[config.mk]
export PLATFORM = sky130hd
export DESIGN_NAME = pd_ext_engine
export DESIGN_NICKNAME = d
export VERILOG_FILES = /design/src/pd_ext_pkg.sv /design/src/pd_ext_engine.sv
export SDC_FILE = /design/constraint.sdc
export NUM_CORES = 1
export LEC_CHECK = 0
export CAP_MARGIN = 25
export CORE_MARGIN = 2
export CORE_UTILIZATION = 50
export DETAILED_ROUTE_END_ITERATION = 6
export DONT_BUFFER_PORTS = 1
export GPL_ROUTABILITY_DRIVEN = 0
export SYNTH_ARGS = -nofsm -noshare
export SYNTH_HDL_FRONTEND = slang
export SYNTH_SLANG_ARGS = --single-unit
export TNS_END_PERCENT = 100
[constraint.sdc]
create_clock -name i_clk_sys -period 3.7 [get_ports i_clk_sys]
set_clock_uncertainty 0.1 [all_clocks]
set_input_delay 0.37 -clock i_clk_sys [delete_from_list [all_inputs] [get_ports i_clk_sys]]
set_output_delay 0.37 -clock i_clk_sys [all_outputs]
set_load 0.01 [all_outputs]
[src/pd_ext_pkg.sv]
// package for the extended policy sequences and downstream-to-upstream role swap
// assumes one 200 MHz clock shared by the engine, the protocol layer and the policy manager
package pd_ext_pkg;
    localparam int unsigned CLK_PERIOD_PS = 5000;
    // response wait time, no figure fixed here; plain default in microseconds
    localparam int unsigned RESP_TIME_US  = 30;
    localparam int unsigned RESP_CYCLES   = (RESP_TIME_US * 1000000) / CLK_PERIOD_PS;
    localparam int unsigned TMR_W         = 24;
    localparam logic [TMR_W-1:0] TMR_ZERO = 24'h000000;
    localparam logic [TMR_W-1:0] TMR_ONE  = 24'h000001;

    // message codes, both sent and received
    typedef enum logic [3:0] {
        MSG_NONE,
        MSG_GET_BATT_STATUS,
        MSG_BATT_STATUS,
        MSG_GET_MAKER_INFO,
        MSG_MAKER_INFO,
        MSG_SEC_REQUEST,
        MSG_SEC_RESPONSE,
        MSG_DR_SWAP,
        MSG_ACCEPT,
        MSG_REJECT,
        MSG_WAIT
    } msg_t;

    // outcome reported to the policy manager
    typedef enum logic [1:0] {
        OUT_NONE,
        OUT_OK,
        OUT_TIMEOUT
    } outcome_t;

    typedef enum logic [1:0] {
        RDY_SRC,
        RDY_SNK,
        RDY_CBL
    } ready_t;
endpackage

[src/pd_ext_engine.sv]
// policy engine slice: battery status, maker info, security and DFP-to-UFP role swap
// assumes protocol layer and policy manager sit on the same clock; their strobes are
// one-cycle pulses and need no synchroniser
//
// Overview of operation
// - battery status request: send query, run response timer, report outcome, back to ready
// - received battery query: fetch status from manager, send it, back to ready
// - maker info request: send query, run response timer, report outcome on exit
// - received maker info query in any ready: fetch info, send, return to origin
// - security request from manager: send it, back to ready, no timer
// - received security request in any ready: fetch reply, send response, return
// - received security response: inform manager, back to ready
// - dual-role port uses this one engine for source and sink; hard reset restores defaults
// - data role swap starts only from source-ready or sink-ready
// - swap request as DFP with no alternate modes goes to evaluation
// - swap request with alternate modes active goes to hard reset
// - manager swap demand moves ready to swap initiation
// - on entering evaluation, ask manager whether swap is acceptable
// - manager approval moves evaluation to accept
// - refusal or need for more time moves evaluation to reject
// - accept state sends Accept, then enters change-to-upstream
// - change-to-upstream asks manager to switch role; ready once confirmed
// - swap initiation sends swap request, starts timer, stops it on exit
// - Reject, Wait or timeout in initiation keeps DFP role, back to ready
// - reject state sends Reject or Wait, stays DFP, ready once sent
`timescale 1ns/1ps
module pd_ext_engine
    import pd_ext_pkg::*;
(
    // clock and reset
    input  wire logic              i_clk_sys,
    input  wire logic              i_sys_rst,
    // port role and mode status
    input  wire logic              i_role_is_sink,
    input  wire logic              i_cable_plug,
    input  wire logic              i_alt_mode_active,
    input  wire logic              i_hard_reset_done,
    // policy manager requests and answers
    input  wire logic              i_pm_get_batt,
    input  wire logic              i_pm_get_maker,
    input  wire logic              i_pm_send_sec,
    input  wire logic              i_pm_dr_swap,
    input  wire logic              i_pm_data_ready,
    input  wire logic              i_pm_swap_ok,
    input  wire logic              i_pm_swap_no,
    input  wire logic              i_pm_swap_wait,
    input  wire logic              i_pm_role_done,
    input  wire logic              i_pm_sec_ack,
    // protocol layer receive and transmit status
    input  wire pd_ext_pkg::msg_t  i_rx_msg,
    input  wire logic              i_rx_valid,
    input  wire logic              i_tx_done,
    // protocol layer transmit request
    output logic                   o_tx_req,
    output pd_ext_pkg::msg_t       o_tx_msg,
    // policy manager notices
    output logic                   o_pm_fetch_req,
    output logic                   o_pm_eval_req,
    output logic                   o_pm_role_req,
    output logic                   o_pm_sec_info,
    output pd_ext_pkg::outcome_t   o_pm_outcome,
    output logic                   o_pm_outcome_vld,
    output logic                   o_hard_reset_req,
    output logic                   o_is_ufp,
    output logic                   o_timer_run
);
    import pd_ext_pkg::*;

    typedef enum logic [4:0] {
        ST_READY,
        ST_HARD_RESET,
        query_battery_status_state,
        answer_battery_status_state,
        query_maker_info_state,
        answer_maker_info_state,
        ST_SEND_SEC_REQ,
        ST_SEND_SEC_RSP,
        ST_SEC_RSP_RCVD,
        swap_evaluation_state,
        swap_accept_state,
        swap_reject_state,
        change_to_upstream_state,
        swap_initiation_state
    } state_t;

    state_t            state_q, state_d;
    logic              sent_q;          // message for this state already handed over
    logic [TMR_W-1:0]  tmr_q;
    logic              ufp_q;
    logic              tx_req_q;
    msg_t              tx_msg_q;
    logic              fetch_q, eval_q, role_q, sec_q, outv_q, hr_q;
    outcome_t          out_q;

    function automatic logic is_rx(input logic v, input msg_t m, input msg_t want);
        return v && (m == want);
    endfunction

    wire rx_get_batt  = is_rx(i_rx_valid, i_rx_msg, MSG_GET_BATT_STATUS);
    wire rx_batt      = is_rx(i_rx_valid, i_rx_msg, MSG_BATT_STATUS);
    wire rx_get_maker = is_rx(i_rx_valid, i_rx_msg, MSG_GET_MAKER_INFO);
    wire rx_maker     = is_rx(i_rx_valid, i_rx_msg, MSG_MAKER_INFO);
    wire rx_sec_req   = is_rx(i_rx_valid, i_rx_msg, MSG_SEC_REQUEST);
    wire rx_sec_rsp   = is_rx(i_rx_valid, i_rx_msg, MSG_SEC_RESPONSE);
    wire rx_dr_swap   = is_rx(i_rx_valid, i_rx_msg, MSG_DR_SWAP);
    wire rx_accept    = is_rx(i_rx_valid, i_rx_msg, MSG_ACCEPT);
    wire rx_rej_wait  = is_rx(i_rx_valid, i_rx_msg, MSG_REJECT)
                      || is_rx(i_rx_valid, i_rx_msg, MSG_WAIT);
    wire tmr_expired  = (tmr_q == TMR_ONE);
    // a cable plug only answers; it never starts requests or swaps
    wire port_ready   = (state_q == ST_READY) && !i_cable_plug;
    wire entering     = (state_d != state_q);

    // message for the state being entered; one-cycle request on entry
    msg_t tx_entry;
    always_comb begin
        tx_entry = MSG_NONE;
        unique case (state_d)
            query_battery_status_state:  tx_entry = MSG_GET_BATT_STATUS;
            query_maker_info_state:      tx_entry = MSG_GET_MAKER_INFO;
            ST_SEND_SEC_REQ:             tx_entry = MSG_SEC_REQUEST;
            swap_accept_state:           tx_entry = MSG_ACCEPT;
            swap_initiation_state:       tx_entry = MSG_DR_SWAP;
            default:                     tx_entry = MSG_NONE;
        endcase
    end

    always_comb begin
        state_d = state_q;
        unique case (state_q)
            ST_READY: begin
                if (rx_dr_swap && !i_cable_plug && !ufp_q) begin
                    if (i_alt_mode_active)
                        state_d = ST_HARD_RESET;
                    else
                        state_d = swap_evaluation_state;
                end else if (rx_get_batt && !i_cable_plug)
                    state_d = answer_battery_status_state;
                else if (rx_get_maker)
                    state_d = answer_maker_info_state;
                else if (rx_sec_req)
                    state_d = ST_SEND_SEC_RSP;
                else if (rx_sec_rsp && !i_cable_plug)
                    state_d = ST_SEC_RSP_RCVD;
                else if (port_ready && i_pm_dr_swap && !ufp_q)
                    state_d = swap_initiation_state;
                else if (port_ready && i_pm_get_batt)
                    state_d = query_battery_status_state;
                else if (port_ready && i_pm_get_maker)
                    state_d = query_maker_info_state;
                else if (port_ready && i_pm_send_sec)
                    state_d = ST_SEND_SEC_REQ;
            end
            ST_HARD_RESET:
                if (i_hard_reset_done) state_d = ST_READY;
            query_battery_status_state:
                if (rx_batt || tmr_expired) state_d = ST_READY;
            query_maker_info_state:
                if (rx_maker || tmr_expired) state_d = ST_READY;
            answer_battery_status_state, answer_maker_info_state, ST_SEND_SEC_RSP:
                if (sent_q && i_tx_done) state_d = ST_READY;
            ST_SEND_SEC_REQ:
                if (i_tx_done) state_d = ST_READY;
            ST_SEC_RSP_RCVD:
                if (i_pm_sec_ack) state_d = ST_READY;
            swap_evaluation_state:
                if (i_pm_swap_ok)
                    state_d = swap_accept_state;
                else if (i_pm_swap_no || i_pm_swap_wait)
                    state_d = swap_reject_state;
            swap_accept_state:
                if (i_tx_done) state_d = change_to_upstream_state;
            swap_reject_state:
                if (i_tx_done) state_d = ST_READY;
            change_to_upstream_state:
                if (i_pm_role_done) state_d = ST_READY;
            swap_initiation_state:
                if (rx_accept)
                    state_d = change_to_upstream_state;
                else if (rx_rej_wait || tmr_expired)
                    state_d = ST_READY;
            default: state_d = ST_READY;
        endcase
    end

    wire answer_entry = entering && ((state_d == answer_battery_status_state)
                      || (state_d == answer_maker_info_state) || (state_d == ST_SEND_SEC_RSP));
    wire timed_entry  = entering && ((state_d == query_battery_status_state)
                      || (state_d == query_maker_info_state) || (state_d == swap_initiation_state));
    wire query_exit   = entering && ((state_q == query_battery_status_state)
                      || (state_q == query_maker_info_state));
    wire answer_send  = !sent_q && i_pm_data_ready && ((state_q == answer_battery_status_state)
                      || (state_q == answer_maker_info_state) || (state_q == ST_SEND_SEC_RSP));
    wire eval_to_rej  = (state_q == swap_evaluation_state) && (state_d == swap_reject_state);
    // wait only when more time is asked for and no refusal came with it
    msg_t rej_pick;
    assign rej_pick = (i_pm_swap_wait && !i_pm_swap_no) ? MSG_WAIT : MSG_REJECT;
    msg_t answer_msg;
    assign answer_msg = (state_q == answer_battery_status_state) ? MSG_BATT_STATUS :
                        (state_q == answer_maker_info_state)     ? MSG_MAKER_INFO  :
                                                                   MSG_SEC_RESPONSE;

    always_ff @(posedge i_clk_sys) begin
        if (i_sys_rst) begin
            state_q <= ST_READY;
            sent_q  <= 1'b0;
            tmr_q   <= TMR_ZERO;
            ufp_q   <= 1'b0;
        end else begin
            state_q <= state_d;
            sent_q  <= entering ? 1'b0 : (sent_q || answer_send);
            // timer loads on entry and clears on any exit
            if (timed_entry)
                tmr_q <= RESP_CYCLES[TMR_W-1:0];
            else if (entering)
                tmr_q <= TMR_ZERO;
            else if (tmr_q != TMR_ZERO)
                tmr_q <= tmr_q - TMR_ONE;
            // role flips only on manager confirmation; hard reset reverts to DFP
            if (state_q == change_to_upstream_state && i_pm_role_done)
                ufp_q <= 1'b1;
            else if (state_q == ST_HARD_RESET && i_hard_reset_done)
                ufp_q <= 1'b0;
        end
    end

    // registered outputs; transmit requests are single-cycle pulses
    always_ff @(posedge i_clk_sys) begin
        if (i_sys_rst) begin
            tx_req_q <= 1'b0;
            tx_msg_q <= MSG_NONE;
            fetch_q  <= 1'b0;
            eval_q   <= 1'b0;
            role_q   <= 1'b0;
            sec_q    <= 1'b0;
            out_q    <= OUT_NONE;
            outv_q   <= 1'b0;
            hr_q     <= 1'b0;
        end else begin
            tx_req_q <= (entering && tx_entry != MSG_NONE) || answer_send || eval_to_rej;
            tx_msg_q <= eval_to_rej ? rej_pick
                      : answer_send ? answer_msg
                      : (entering ? tx_entry : MSG_NONE);
            fetch_q  <= answer_entry;
            eval_q   <= entering && state_d == swap_evaluation_state;
            role_q   <= entering && state_d == change_to_upstream_state;
            sec_q    <= entering && state_d == ST_SEC_RSP_RCVD;
            outv_q   <= query_exit;
            out_q    <= query_exit ? ((rx_batt || rx_maker) ? OUT_OK : OUT_TIMEOUT) : OUT_NONE;
            hr_q     <= entering && state_d == ST_HARD_RESET;
        end
    end

    assign o_tx_req         = tx_req_q;
    assign o_tx_msg         = tx_msg_q;
    assign o_pm_fetch_req   = fetch_q;
    assign o_pm_eval_req    = eval_q;
    assign o_pm_role_req    = role_q;
    assign o_pm_sec_info    = sec_q;
    assign o_pm_outcome     = out_q;
    assign o_pm_outcome_vld = outv_q;
    assign o_hard_reset_req = hr_q;
    assign o_is_ufp         = ufp_q;
    assign o_timer_run      = (tmr_q != TMR_ZERO);

    // checks
    a_alt_mode_reset: assert property (@(posedge i_clk_sys) disable iff (i_sys_rst)
        (state_q == ST_READY && rx_dr_swap && i_alt_mode_active && !i_cable_plug && !ufp_q)
        |=> o_hard_reset_req) else $error("alt mode swap did not hard reset");
    a_swap_eval_ask: assert property (@(posedge i_clk_sys) disable iff (i_sys_rst)
        (state_q == swap_evaluation_state && $past(state_q) != swap_evaluation_state)
        |-> o_pm_eval_req) else $error("evaluation entered without asking");
    a_accept_sent: assert property (@(posedge i_clk_sys) disable iff (i_sys_rst)
        (state_q == swap_accept_state && $past(state_q) != swap_accept_state)
        |-> o_tx_req && o_tx_msg == MSG_ACCEPT) else $error("accept not sent");
    a_role_flip: assert property (@(posedge i_clk_sys) disable iff (i_sys_rst)
        $rose(o_is_ufp) |-> $past(state_q) == change_to_upstream_state)
        else $error("role changed outside change state");
    a_init_timer: assert property (@(posedge i_clk_sys) disable iff (i_sys_rst)
        (state_q != swap_initiation_state) && $past(state_q) == swap_initiation_state
        |-> !o_timer_run || state_q != ST_READY) else $error("timer not stopped");
    a_init_rej_back: assert property (@(posedge i_clk_sys) disable iff (i_sys_rst)
        (state_q == swap_initiation_state && rx_rej_wait && !rx_accept)
        |=> state_q == ST_READY && !o_is_ufp) else $error("reject not honoured");
    a_init_accept: assert property (@(posedge i_clk_sys) disable iff (i_sys_rst)
        (state_q == swap_initiation_state && rx_accept)
        |=> state_q == change_to_upstream_state && o_pm_role_req)
        else $error("accept did not reach change state");
    a_query_report: assert property (@(posedge i_clk_sys) disable iff (i_sys_rst)
        (state_q == query_battery_status_state && rx_batt)
        |=> state_q == ST_READY ##0 (o_pm_outcome_vld && o_pm_outcome == OUT_OK))
        else $error("battery outcome missing");
    a_sec_no_timer: assert property (@(posedge i_clk_sys) disable iff (i_sys_rst)
        state_q == ST_SEND_SEC_REQ |-> !o_timer_run) else $error("timer ran for security");
    a_reject_wait: assert property (@(posedge i_clk_sys) disable iff (i_sys_rst)
        (state_q == swap_evaluation_state && !i_pm_swap_ok && i_pm_swap_wait && !i_pm_swap_no)
        |=> state_q == swap_reject_state && o_tx_msg == MSG_WAIT)
        else $error("wait not sent");

    c_swap_done:  cover property (@(posedge i_clk_sys) $rose(o_is_ufp));
    c_timeout:    cover property (@(posedge i_clk_sys) o_pm_outcome == OUT_TIMEOUT);
    c_hard_reset: cover property (@(posedge i_clk_sys) o_hard_reset_req);
    c_sec_rsp:    cover property (@(posedge i_clk_sys) o_pm_sec_info);
endmodule

# Yosys cells after proc, flatten, opt, wreduce, memory -nomap -nowiden

Cells that the tools add are included.

Bits in registers: 44
Input bits: 22
Output and inout bits: 15
Word-level logic and storage cells: 155

Add/sub/neg operators: 1
Equality and inequality tests: 38
Muxes and demuxes: 36
Bitwise gates (word level): 1
Reductions and logical operators: 65

Operators with widths:

| cell                  | number |
|---|---|
| $mux 5                | 21 |
| $eq 5x4->1 const B    | 12 |
| $pmux 5 s11           | 1 |
| $eq 5x3->1 const B    | 8 |
| $mux 13               | 3 |
| $logic_and 1x1->1     | 35 |
| $eq 24x1->1 const B   | 1 |
| $reduce_bool 24->1    | 1 |
| $sub 24x1->24 const B | 1 |
| $eq 5x2->1 const B    | 4 |
| $pmux 4 s5            | 1 |
| $eq 4x3->1 const B    | 4 |
| $logic_or 1x1->1      | 16 |
| $mux 4                | 4 |
| $eq 4x4->1 const B    | 3 |
| $eq 5x1->1 const B    | 2 |
| $eq 4x2->1 const B    | 2 |
| $mux 2                | 3 |
| $reduce_or 2->1       | 3 |
| $reduce_or 3->1       | 2 |
| $logic_not 5->1       | 1 |
| $ne 5x5->1            | 1 |
| $eq 4x1->1 const B    | 1 |
| $logic_not 1->1       | 4 |
| 6 further kinds       | 7 |

# Longest topological paths before layout

Gate-level depths: netlist of the first run.

Depth in word-level cells: 19
Gate-level depth with buffers: 11
Gate-level depth less buffers: 8

# Least setup slack after synthesis of the first run

OpenSTA, ideal clock, no wires.

Kind: reg-to-reg
From: register tmr_q[12]
To: register tmr_q[10]
Setup time: 0.141 ns
Arrival time: 2.450 ns
Data required time: 3.459 ns
Slack: 1.009 ns
Cell stages (with the launch flop): 9
Path buffers: 0
Period minus slack after synthesis: 2.691 ns
Cells stage by stage: dfxtp_1 > or4_4 > nor3_2 > and4_4 > nor2_2 > a211oi_4 > xor2_2 > a221oi_4 > a211oi_2

Longest elaborated chain between the ends: 10
Elaborated cells on any way between the ends: 20
Those cells by class: 5 x eq/ne; 7 x mux; 8 x reduce/logical

Ends and longest elaborated chain:

| item                                                          | line                                       | text |
|---|---|---|
| from (decl)                                                   | pd_ext_engine.sv:88                        | `logic [TMR_W-1:0] tmr_q;` |
| from (signal assigned)                                        | pd_ext_engine.sv:214                       | `tmr_q <= RESP_CYCLES[TMR_W-1:0];` |
| from (signal assigned)                                        | pd_ext_engine.sv:218                       | `tmr_q <= tmr_q - TMR_ONE;` |
| $eq 24x1->1                                                   | pd_ext_engine.sv:109                       | `wire tmr_expired = (tmr_q == TMR_ONE);` |
| $logic_or 1x1->1                                              | pd_ext_engine.sv:180                       | `else if (rx_rej_wait \|\| tmr_expired)` |
| $mux 5                                                        | pd_ext_engine.sv:180                       |  |
| $mux 5                                                        | pd_ext_engine.sv:178                       | `if (rx_accept)` |
| $pmux 5 s11                                                   | pd_ext_engine.sv:130                       | `unique case (state_q)` |
| $eq 5x2->1 / $eq 5x3->1 (equally long branches)               | pd_ext_engine.sv:188, pd_ext_engine.sv:189 |  |
| $logic_or 1x1->1 (2 in series)                                | pd_ext_engine.sv:189                       | `\|\| (state_d == query_maker_info_state) \|\| (state_d == swap_initiation_state));` |
| $logic_and 1x1->1                                             | pd_ext_engine.sv:188                       | `wire timed_entry = entering && ((state_d == query_battery_status_state)` |
| $reduce_bool 3->1 (no line) / $mux 13 (equally long branches) | n/a                                        |  |

Several ways; a longest one is shown, not always the timed one.
A chain may end at the register's enable or synchronous reset.

# Final worst setup path of the first run

From: register state_q[2]
To: register tmr_q[19]

Longest elaborated chain between the ends: 18
Elaborated cells on any way between the ends: 52
Those cells by class: 17 x eq/ne; 22 x mux; 13 x reduce/logical

Ends and longest elaborated chain:

| item                                            | line                                       | text |
|---|---|---|
| from (decl)                                     | pd_ext_engine.sv:86                        | `state_t state_q, state_d;` |
| from (signal assigned)                          | pd_ext_engine.sv:210                       | `state_q <= state_d;` |
| $logic_not 5->1                                 | pd_ext_engine.sv:111, pd_ext_engine.sv:130 |  |
| $logic_and 1x1->1                               | pd_ext_engine.sv:111                       | `wire port_ready = (state_q == ST_READY) && !i_cable_plug;` |
| $logic_and 1x1->1                               | pd_ext_engine.sv:151                       | `else if (port_ready && i_pm_send_sec)` |
| $mux 5                                          | pd_ext_engine.sv:151                       |  |
| $mux 5                                          | pd_ext_engine.sv:149                       | `else if (port_ready && i_pm_get_maker)` |
| $mux 5                                          | pd_ext_engine.sv:147                       | `else if (port_ready && i_pm_get_batt)` |
| $mux 5                                          | pd_ext_engine.sv:145                       | `else if (port_ready && i_pm_dr_swap && !ufp_q)` |
| $mux 5                                          | pd_ext_engine.sv:143                       | `else if (rx_sec_rsp && !i_cable_plug)` |
| $mux 5                                          | pd_ext_engine.sv:141                       | `else if (rx_sec_req)` |
| $mux 5                                          | pd_ext_engine.sv:139                       | `else if (rx_get_maker)` |
| $mux 5                                          | pd_ext_engine.sv:137                       | `end else if (rx_get_batt && !i_cable_plug)` |
| $mux 5                                          | pd_ext_engine.sv:132                       | `if (rx_dr_swap && !i_cable_plug && !ufp_q) begin` |
| $pmux 5 s11                                     | pd_ext_engine.sv:130                       |  |
| $eq 5x2->1 / $eq 5x3->1 (equally long branches) | pd_ext_engine.sv:188, pd_ext_engine.sv:189 |  |
| $logic_or 1x1->1 (2 in series)                  | pd_ext_engine.sv:189                       |  |
| $logic_and 1x1->1                               | pd_ext_engine.sv:188                       |  |
| $reduce_or 3->1 (no line) *                     | n/a                                        |  |

Mark *: on every way between the ends. The rest lies on a longest branch, timed or not.

==> results of run 1 <==
layer usage:
layer	up-vias	GRT usage [%]	share of wire, %
met5	-	0	0
met4	0	7.719	1.8
met3	12	4.368	6.7
met2	61	31.29	41
met1	1059	32.10	50
li1	1158	-	-
per-stage QoR:
step	std cells	hold slack [ns]	utilization [%]	setup slack (ns)	power [W]
floorplan	321	0.3480	-	1.009	0.001079
global placement	380	0.3372	53.32	0.4277	0.001163
detailed placement	380	0.3402	53.32	0.4101	0.001167
CTS	388	0.009574	55.53	0.3663	0.001554
global route	389	0.002996	55.72	0.09987	0.001658
finish	389	0.01578	55.72	0.3820	0.001542
synth_stat cells, types with 5 or more instances:
cell type / n
dfxtp_1: 44
nor2_1: 44
nand2_1: 19
xnor2_1: 18
nor3_1: 16
a21oi_1: 11
inv_1: 9
nand2b_1: 9
a211oi_2: 8
nor3b_1: 8
buf_2: 7
nand3_1: 7
nand3b_1: 7
nor4_1: 6
o21ai_0: 6
xor2_1: 5
repair_timing:
action                     in CTS  in global routing
hold endpoints to repair        0                  2
setup endpoints to repair       0                  0
hold buffers                    0                  1
sequential cells by signal, indices dropped and copies added (netlist names):
name	count
o_tx_msg	4
o_hard_reset_req	1
o_pm_eval_req	1
o_pm_sec_info	1
o_is_ufp	1
o_pm_outcome	2
o_pm_outcome_vld	1
tmr_q	24
o_tx_req	1
state_q	5
o_pm_role_req	1
o_pm_fetch_req	1
sent_q	1
worst min path at each step:
| stage | start | to | slack [ns] | cells past startpoint |
|---|---|---|---|---|
| after floorplan | tmr_q[11]$_SDFFE_PP0P_ | tmr_q[11]$_SDFFE_PP0P_ | 0.35 | 2 |
| after global placement | i_sys_rst | tmr_q[12]$_SDFFE_PP0P_ | 0.34 | 1 |
| after detailed placement | i_sys_rst | tmr_q[5]$_SDFFE_PP0P_ | 0.34 | 1 |
| after CTS | i_sys_rst | tmr_q[5]$_SDFFE_PP0P_ | 0.01 | 1 |
| after global routing | i_sys_rst | tmr_q[10]$_SDFFE_PP0P_ | 0.003 | 1 |
| final | i_sys_rst | tmr_q[4]$_SDFFE_PP0P_ | 0.02 | 1 |
cells by family after synthesis:
group           synth area share [%]
compound gates                 21.06
xor+xnor                       7.931
fa+ha+maj                      1.368
buf+inv                        4.421
flops                          32.09
other cells                   0.1366
simple gates                   33.00
power by group:
part	switching [W]	internal (W)	total, W
sequential	0.0000466	0.000518	0.000565
combinational	0.000335	0.000256	0.000591
clock	0.000182	0.000204	0.000386
total	0.000564	0.000978	0.00154
worst reg2reg max path: stages, from the launching register on:
cell and delay, ns:
dfxtp_1 0.66, nand3b_1 0.26, a211oi_1 0.46, nor3_1 0.14
a21o_1 0.19, a2111oi_2 0.32, o211a_2 0.50, nand2b_1 0.28
buf_4 0.24, nor2_1 0.11
final cells by class:
class                   instances  area, um2
fillers                       498       2305
multi-input cells             253       1743
flip-flops and latches         44      880.8
well taps                      70      87.58
clock buffers                   5      68.82
clock inverters                 3      46.29
repair buffers                  5      40.04
inverters                       9      33.78
==> flow_metrics.env, run 1 <==
export IMPL_dr_total_vias=2290
export IMPL_crit_chain="nand3b_1 -> a211oi_1 -> nor3_1 -> a21o_1 -> a2111oi_2 -> o211a_2 -> nand2b_1 -> buf_4 -> nor2_1"
export IMPL_critical_path_depth=9
export IMPL_cap_violations=0
export IMPL_syn_area_per_cell_um2=8.552
export IMPL_fin_setup_tns_ns=0
export IMPL_diodes=0
export IMPL_crit_arrival_ns=3.46
export IMPL_cts_buffers_inserted=5
export IMPL_worstSetupEndpoint="tmr_q[19]$_SDFFE_PP0P_"
export IMPL_synth_edf_count=0
export IMPL_die_x_um=78.10
export IMPL_crit_family="compound AO/OA/AOI/OAI gates"
export IMPL_cts_resized_gates=0
export IMPL_die_y_um=78.10
export IMPL_ir_drop_mv=0.3777
export IMPL_drive_gt1_share_pct=13.79
export IMPL_synth_area_um2=2745
export IMPL_ys_warn_count=0
export IMPL_place_area_um2=2775
export IMPL_finalWirelength_um=6218
export IMPL_start_kind="register"
export IMPL_overflow=0
export IMPL_ios=37
export IMPL_antenna_found_initial=0
export IMPL_slew_viol_final=0
export IMPL_initial_core_util_pct=52.74
export IMPL_wl_per_cell_um=15.98
export IMPL_port_buffers=0
export IMPL_clockBufferDepth=2
export IMPL_nNetsFinal=343
export IMPL_ys_async_sr_fraction_pct=0
export IMPL_tightest_slew_ns=0.6913
export IMPL_r2r_start="state_q[2]$_SDFF_PP0_"
export IMPL_cp_max_fo=14
export IMPL_cp_slowest_cell="dfxtp_1"
export IMPL_synthCells=321
export IMPL_setup_worst_path_start="state_q[2]$_SDFF_PP0_"
export IMPL_route_detailed_drc=0
export IMPL_detail_route_iter0_violations=138
export IMPL_first_pass_iters=5
export IMPL_ctsRootBufferMaster="clkbuf_8"
export IMPL_required_ns=3.85
export IMPL_cp_slowest_stage_delay_ns=0.66
export IMPL_die_area_um2=6099
export IMPL_r2r_slack_ns=0.38
export IMPL_synth_area_top_cells="dfxtp_1, nor2_1, xnor2_1, a211oi_2, nor3_1"
export IMPL_clock_fmax_mhz=301.4
export IMPL_fin_crit_sh_pct=89.67
export IMPL_num_rows=26
export IMPL_status="complete, no violations"
export IMPL_synth_seq_cells=44
export IMPL_cts_tree="yes"
export IMPL_rr_endpoint="tmr_q[19]$_SDFFE_PP0P_"
export IMPL_grt_max_degree=22
export IMPL_hpwl_um=4573
export IMPL_syn2layout_area_growth_pct=5.652
export IMPL_p_per_area_nw_per_um2=531.8
export IMPL_netlist_area_leader_share_pct=32.09
export IMPL_hold_viol=0
export IMPL_clk_pin_slew_ns=0.09
export IMPL_maxSlewHeadroom_pct=53.33
export IMPL_post_route_cell_area_um2=2900
export IMPL_cts_setup_buffers=0
export IMPL_core_region_area_um2=5205
export IMPL_htreeDepth=2
export IMPL_grt_pass1_vias=2160
export IMPL_track_usage_pct=21.72
export IMPL_ys_seq_area_share_pct=32.09
export IMPL_min_path_type="input pin to register"
export IMPL_final_cell_mix="nor2_1, dfxtp_1, nand2_1"
export IMPL_min_period_ns=3.318
export IMPL_clk_latency_ns=0.30
export IMPL_grt_pass1_wl_um=10560
export IMPL_antenna_left=0
export IMPL_cts_sinks=44
export IMPL_final_setup_viol_count=0
export IMPL_crit_buf_inv=1
export IMPL_via_per_inst=5.887
export IMPL_synth_nets=346
export IMPL_synth_cell_types=68
export IMPL_end_kind="register"
export IMPL_worstSetupPathType="register to register"
export IMPL_synth_area_leader_cell="dfxtp_1"
export IMPL_p_leak_nw=1.024
export IMPL_synth_ff_type="dfxtp_1"
export IMPL_rsz0062_at_grt="false"
export IMPL_worstRegToRegCells=9
Power figures use the tool's default switching activity.
==> inputs of run 2 (changes only) <==
--- a/config.mk
+++ b/config.mk
@@ -6,6 +6,7 @@
 export NUM_CORES = 1
 export LEC_CHECK = 0
 export CAP_MARGIN = 25
+export CORE_ASPECT_RATIO = 0.5
 export CORE_MARGIN = 2
 export CORE_UTILIZATION = 50
 export DETAILED_ROUTE_END_ITERATION = 6
==> flow_metrics.env, run 2 (synthesis gave the netlist of run 1 again) <==
export IMPL_first_pass_iters=4
export IMPL_final_cell_mix="nor2_1, dfxtp_1, nand2_1"
export IMPL_grt_max_degree=22
export IMPL_status="complete, no violations"
export IMPL_clockBufferDepth=2
export IMPL_slew_viol_final=0
export IMPL_fin_setup_tns_ns=0
export IMPL_clk_latency_ns=0.29
export IMPL_wl_met1_um=2953
export IMPL_hold_viol=0
export IMPL_syn2layout_area_growth_pct=3.510
export IMPL_detail_route_iter0_violations=100
export IMPL_ir_drop_mv=0.3108
export IMPL_initial_core_util_pct=53.70
export IMPL_htreeDepth=2
export IMPL_die_x_um=108.8
export IMPL_wl_per_cell_um=15.62
export IMPL_post_route_cell_area_um2=2841
export IMPL_worstSetupPathType="register to register"
export IMPL_clock_fmax_mhz=298.4
export IMPL_antenna_found_initial=0
export IMPL_required_ns=3.83
export IMPL_top_register="tmr_q"
export IMPL_n_fill_cell=472
export IMPL_crit_arrival_ns=3.48
export IMPL_antenna_left=0
export IMPL_start_kind="register"
export IMPL_ios=37
export IMPL_port_buffers=0
export IMPL_fin_ws_ns=0.3490
export IMPL_tightest_slew_ns=0.7209
export IMPL_p_per_area_nw_per_um2=504.3
export IMPL_end_kind="register"
export IMPL_largest_reg_flops=24
export IMPL_ctsHoldBuffers=0
export IMPL_grt_pass1_vias=2080
export IMPL_pre_cts_slack_ns=0.3909
export IMPL_cts_setup_buffers=0
export IMPL_cts_tree="yes"
export IMPL_overflow=0
export IMPL_fin_crit_sh_pct=90.57
export IMPL_route_met2_wl_um=2714
export IMPL_whs_ns=0.03290
export IMPL_nNetsFinal=340
export IMPL_dr_total_vias=2273
export IMPL_grt_pass1_wl_um=9784
export IMPL_num_rows=18
export IMPL_finalWirelength_um=6015
export IMPL_cts_buffers_inserted=5
export IMPL_final_setup_viol_count=0
export IMPL_maxSlewHeadroom_pct=51.33
export IMPL_min_period_ns=3.351
export IMPL_place_area_um2=2760
export IMPL_die_area_um2=6135
export IMPL_cp_max_fo=13
export IMPL_die_y_um=56.40
export IMPL_fin_util_pct=55.58
export IMPL_wl_met3_um=347
export IMPL_drive_gt1_share_pct=13.02
export IMPL_hpwl_um=4519
export IMPL_cap_violations=0
export IMPL_ctsRootBufferMaster="clkbuf_8"
export IMPL_cts_sinks=44
export IMPL_rsz0062_at_grt="false"
export IMPL_diodes=0
export IMPL_clk_pin_slew_ns=0.08
export IMPL_min_path_type="input pin to register"
export IMPL_core_region_area_um2=5112
export IMPL_highest_layer="met3"
export IMPL_p_leak_nw=0.9961
export IMPL_via_per_inst=5.904
export IMPL_route_detailed_drc=0
export IMPL_track_usage_pct=20.21
export IMPL_cts_resized_gates=0
run 2: cell count changes in the layout (fill, tap and decap cells not counted), sizes merged:
cell | before | now
bufinv | 1 | 0
buf | 4 | 2
clkinv | 0 | 1
inv | 10 | 9
dlygate4sd3 | 1 | 0
run 2: final timing paths:
check                                            from                      to  slack, ns  cells past startpoint
worst min register to register  tmr_q[3]$_SDFFE_PP0P_   tmr_q[3]$_SDFFE_PP0P_       0.38                      2
worst min-delay path                        i_sys_rst   tmr_q[9]$_SDFFE_PP0P_       0.03                      1
worst max register to register  state_q[1]$_SDFF_PP0_  tmr_q[14]$_SDFFE_PP0P_       0.35                      9
worst max-delay path            state_q[1]$_SDFF_PP0_  tmr_q[14]$_SDFFE_PP0P_       0.35                      9
run 2: per-layer routing:
metal / up-vias / track usage (%)
li1: 1155 / -
met1: 1056 / 28.41
met2: 62 / 31.61
met3: 0 / 5.343
met4: 0 / 3.297
met5: - / 0
run 2: worst max-delay path, stage by stage (launching register included):
cell and delay [ns]:
dfxtp_1 0.57, nand2b_1 0.25, and4bb_1 0.25, nor4_2 0.33
o41ai_2 0.20, a2111oi_2 0.39, o211a_2 0.49, nand2b_1 0.32
buf_4 0.27, nor2_1 0.10
run 2: metrics by stage:
stage	std cells	total power [W]
after detailed placement	378	0.001153
after global routing	385	0.001540
final	385	0.001433
after floorplan	321	0.001079
after global placement	378	0.001145
after CTS	385	0.001444
run 2: cell type report:
cell class              count  area, um2  area share [%]
clock buffers               5      68.82           2.422
flip-flops and latches     44      880.8           31.00
inverters                   9      33.78           1.189
clock inverters             2      12.51          0.4403
multi-input cells         253       1743           61.34
repair buffers              2      15.01          0.5284
well taps                  70      87.58           3.082
run 2: power by group:
| group | internal [W] | switching, W | total [W] |
|---|---|---|---|
| Clock | 0.000128 | 0.000161 | 0.000289 |
| Combinational | 0.000250 | 0.000328 | 0.000578 |
| Sequential | 0.000518 | 0.0000482 | 0.000567 |
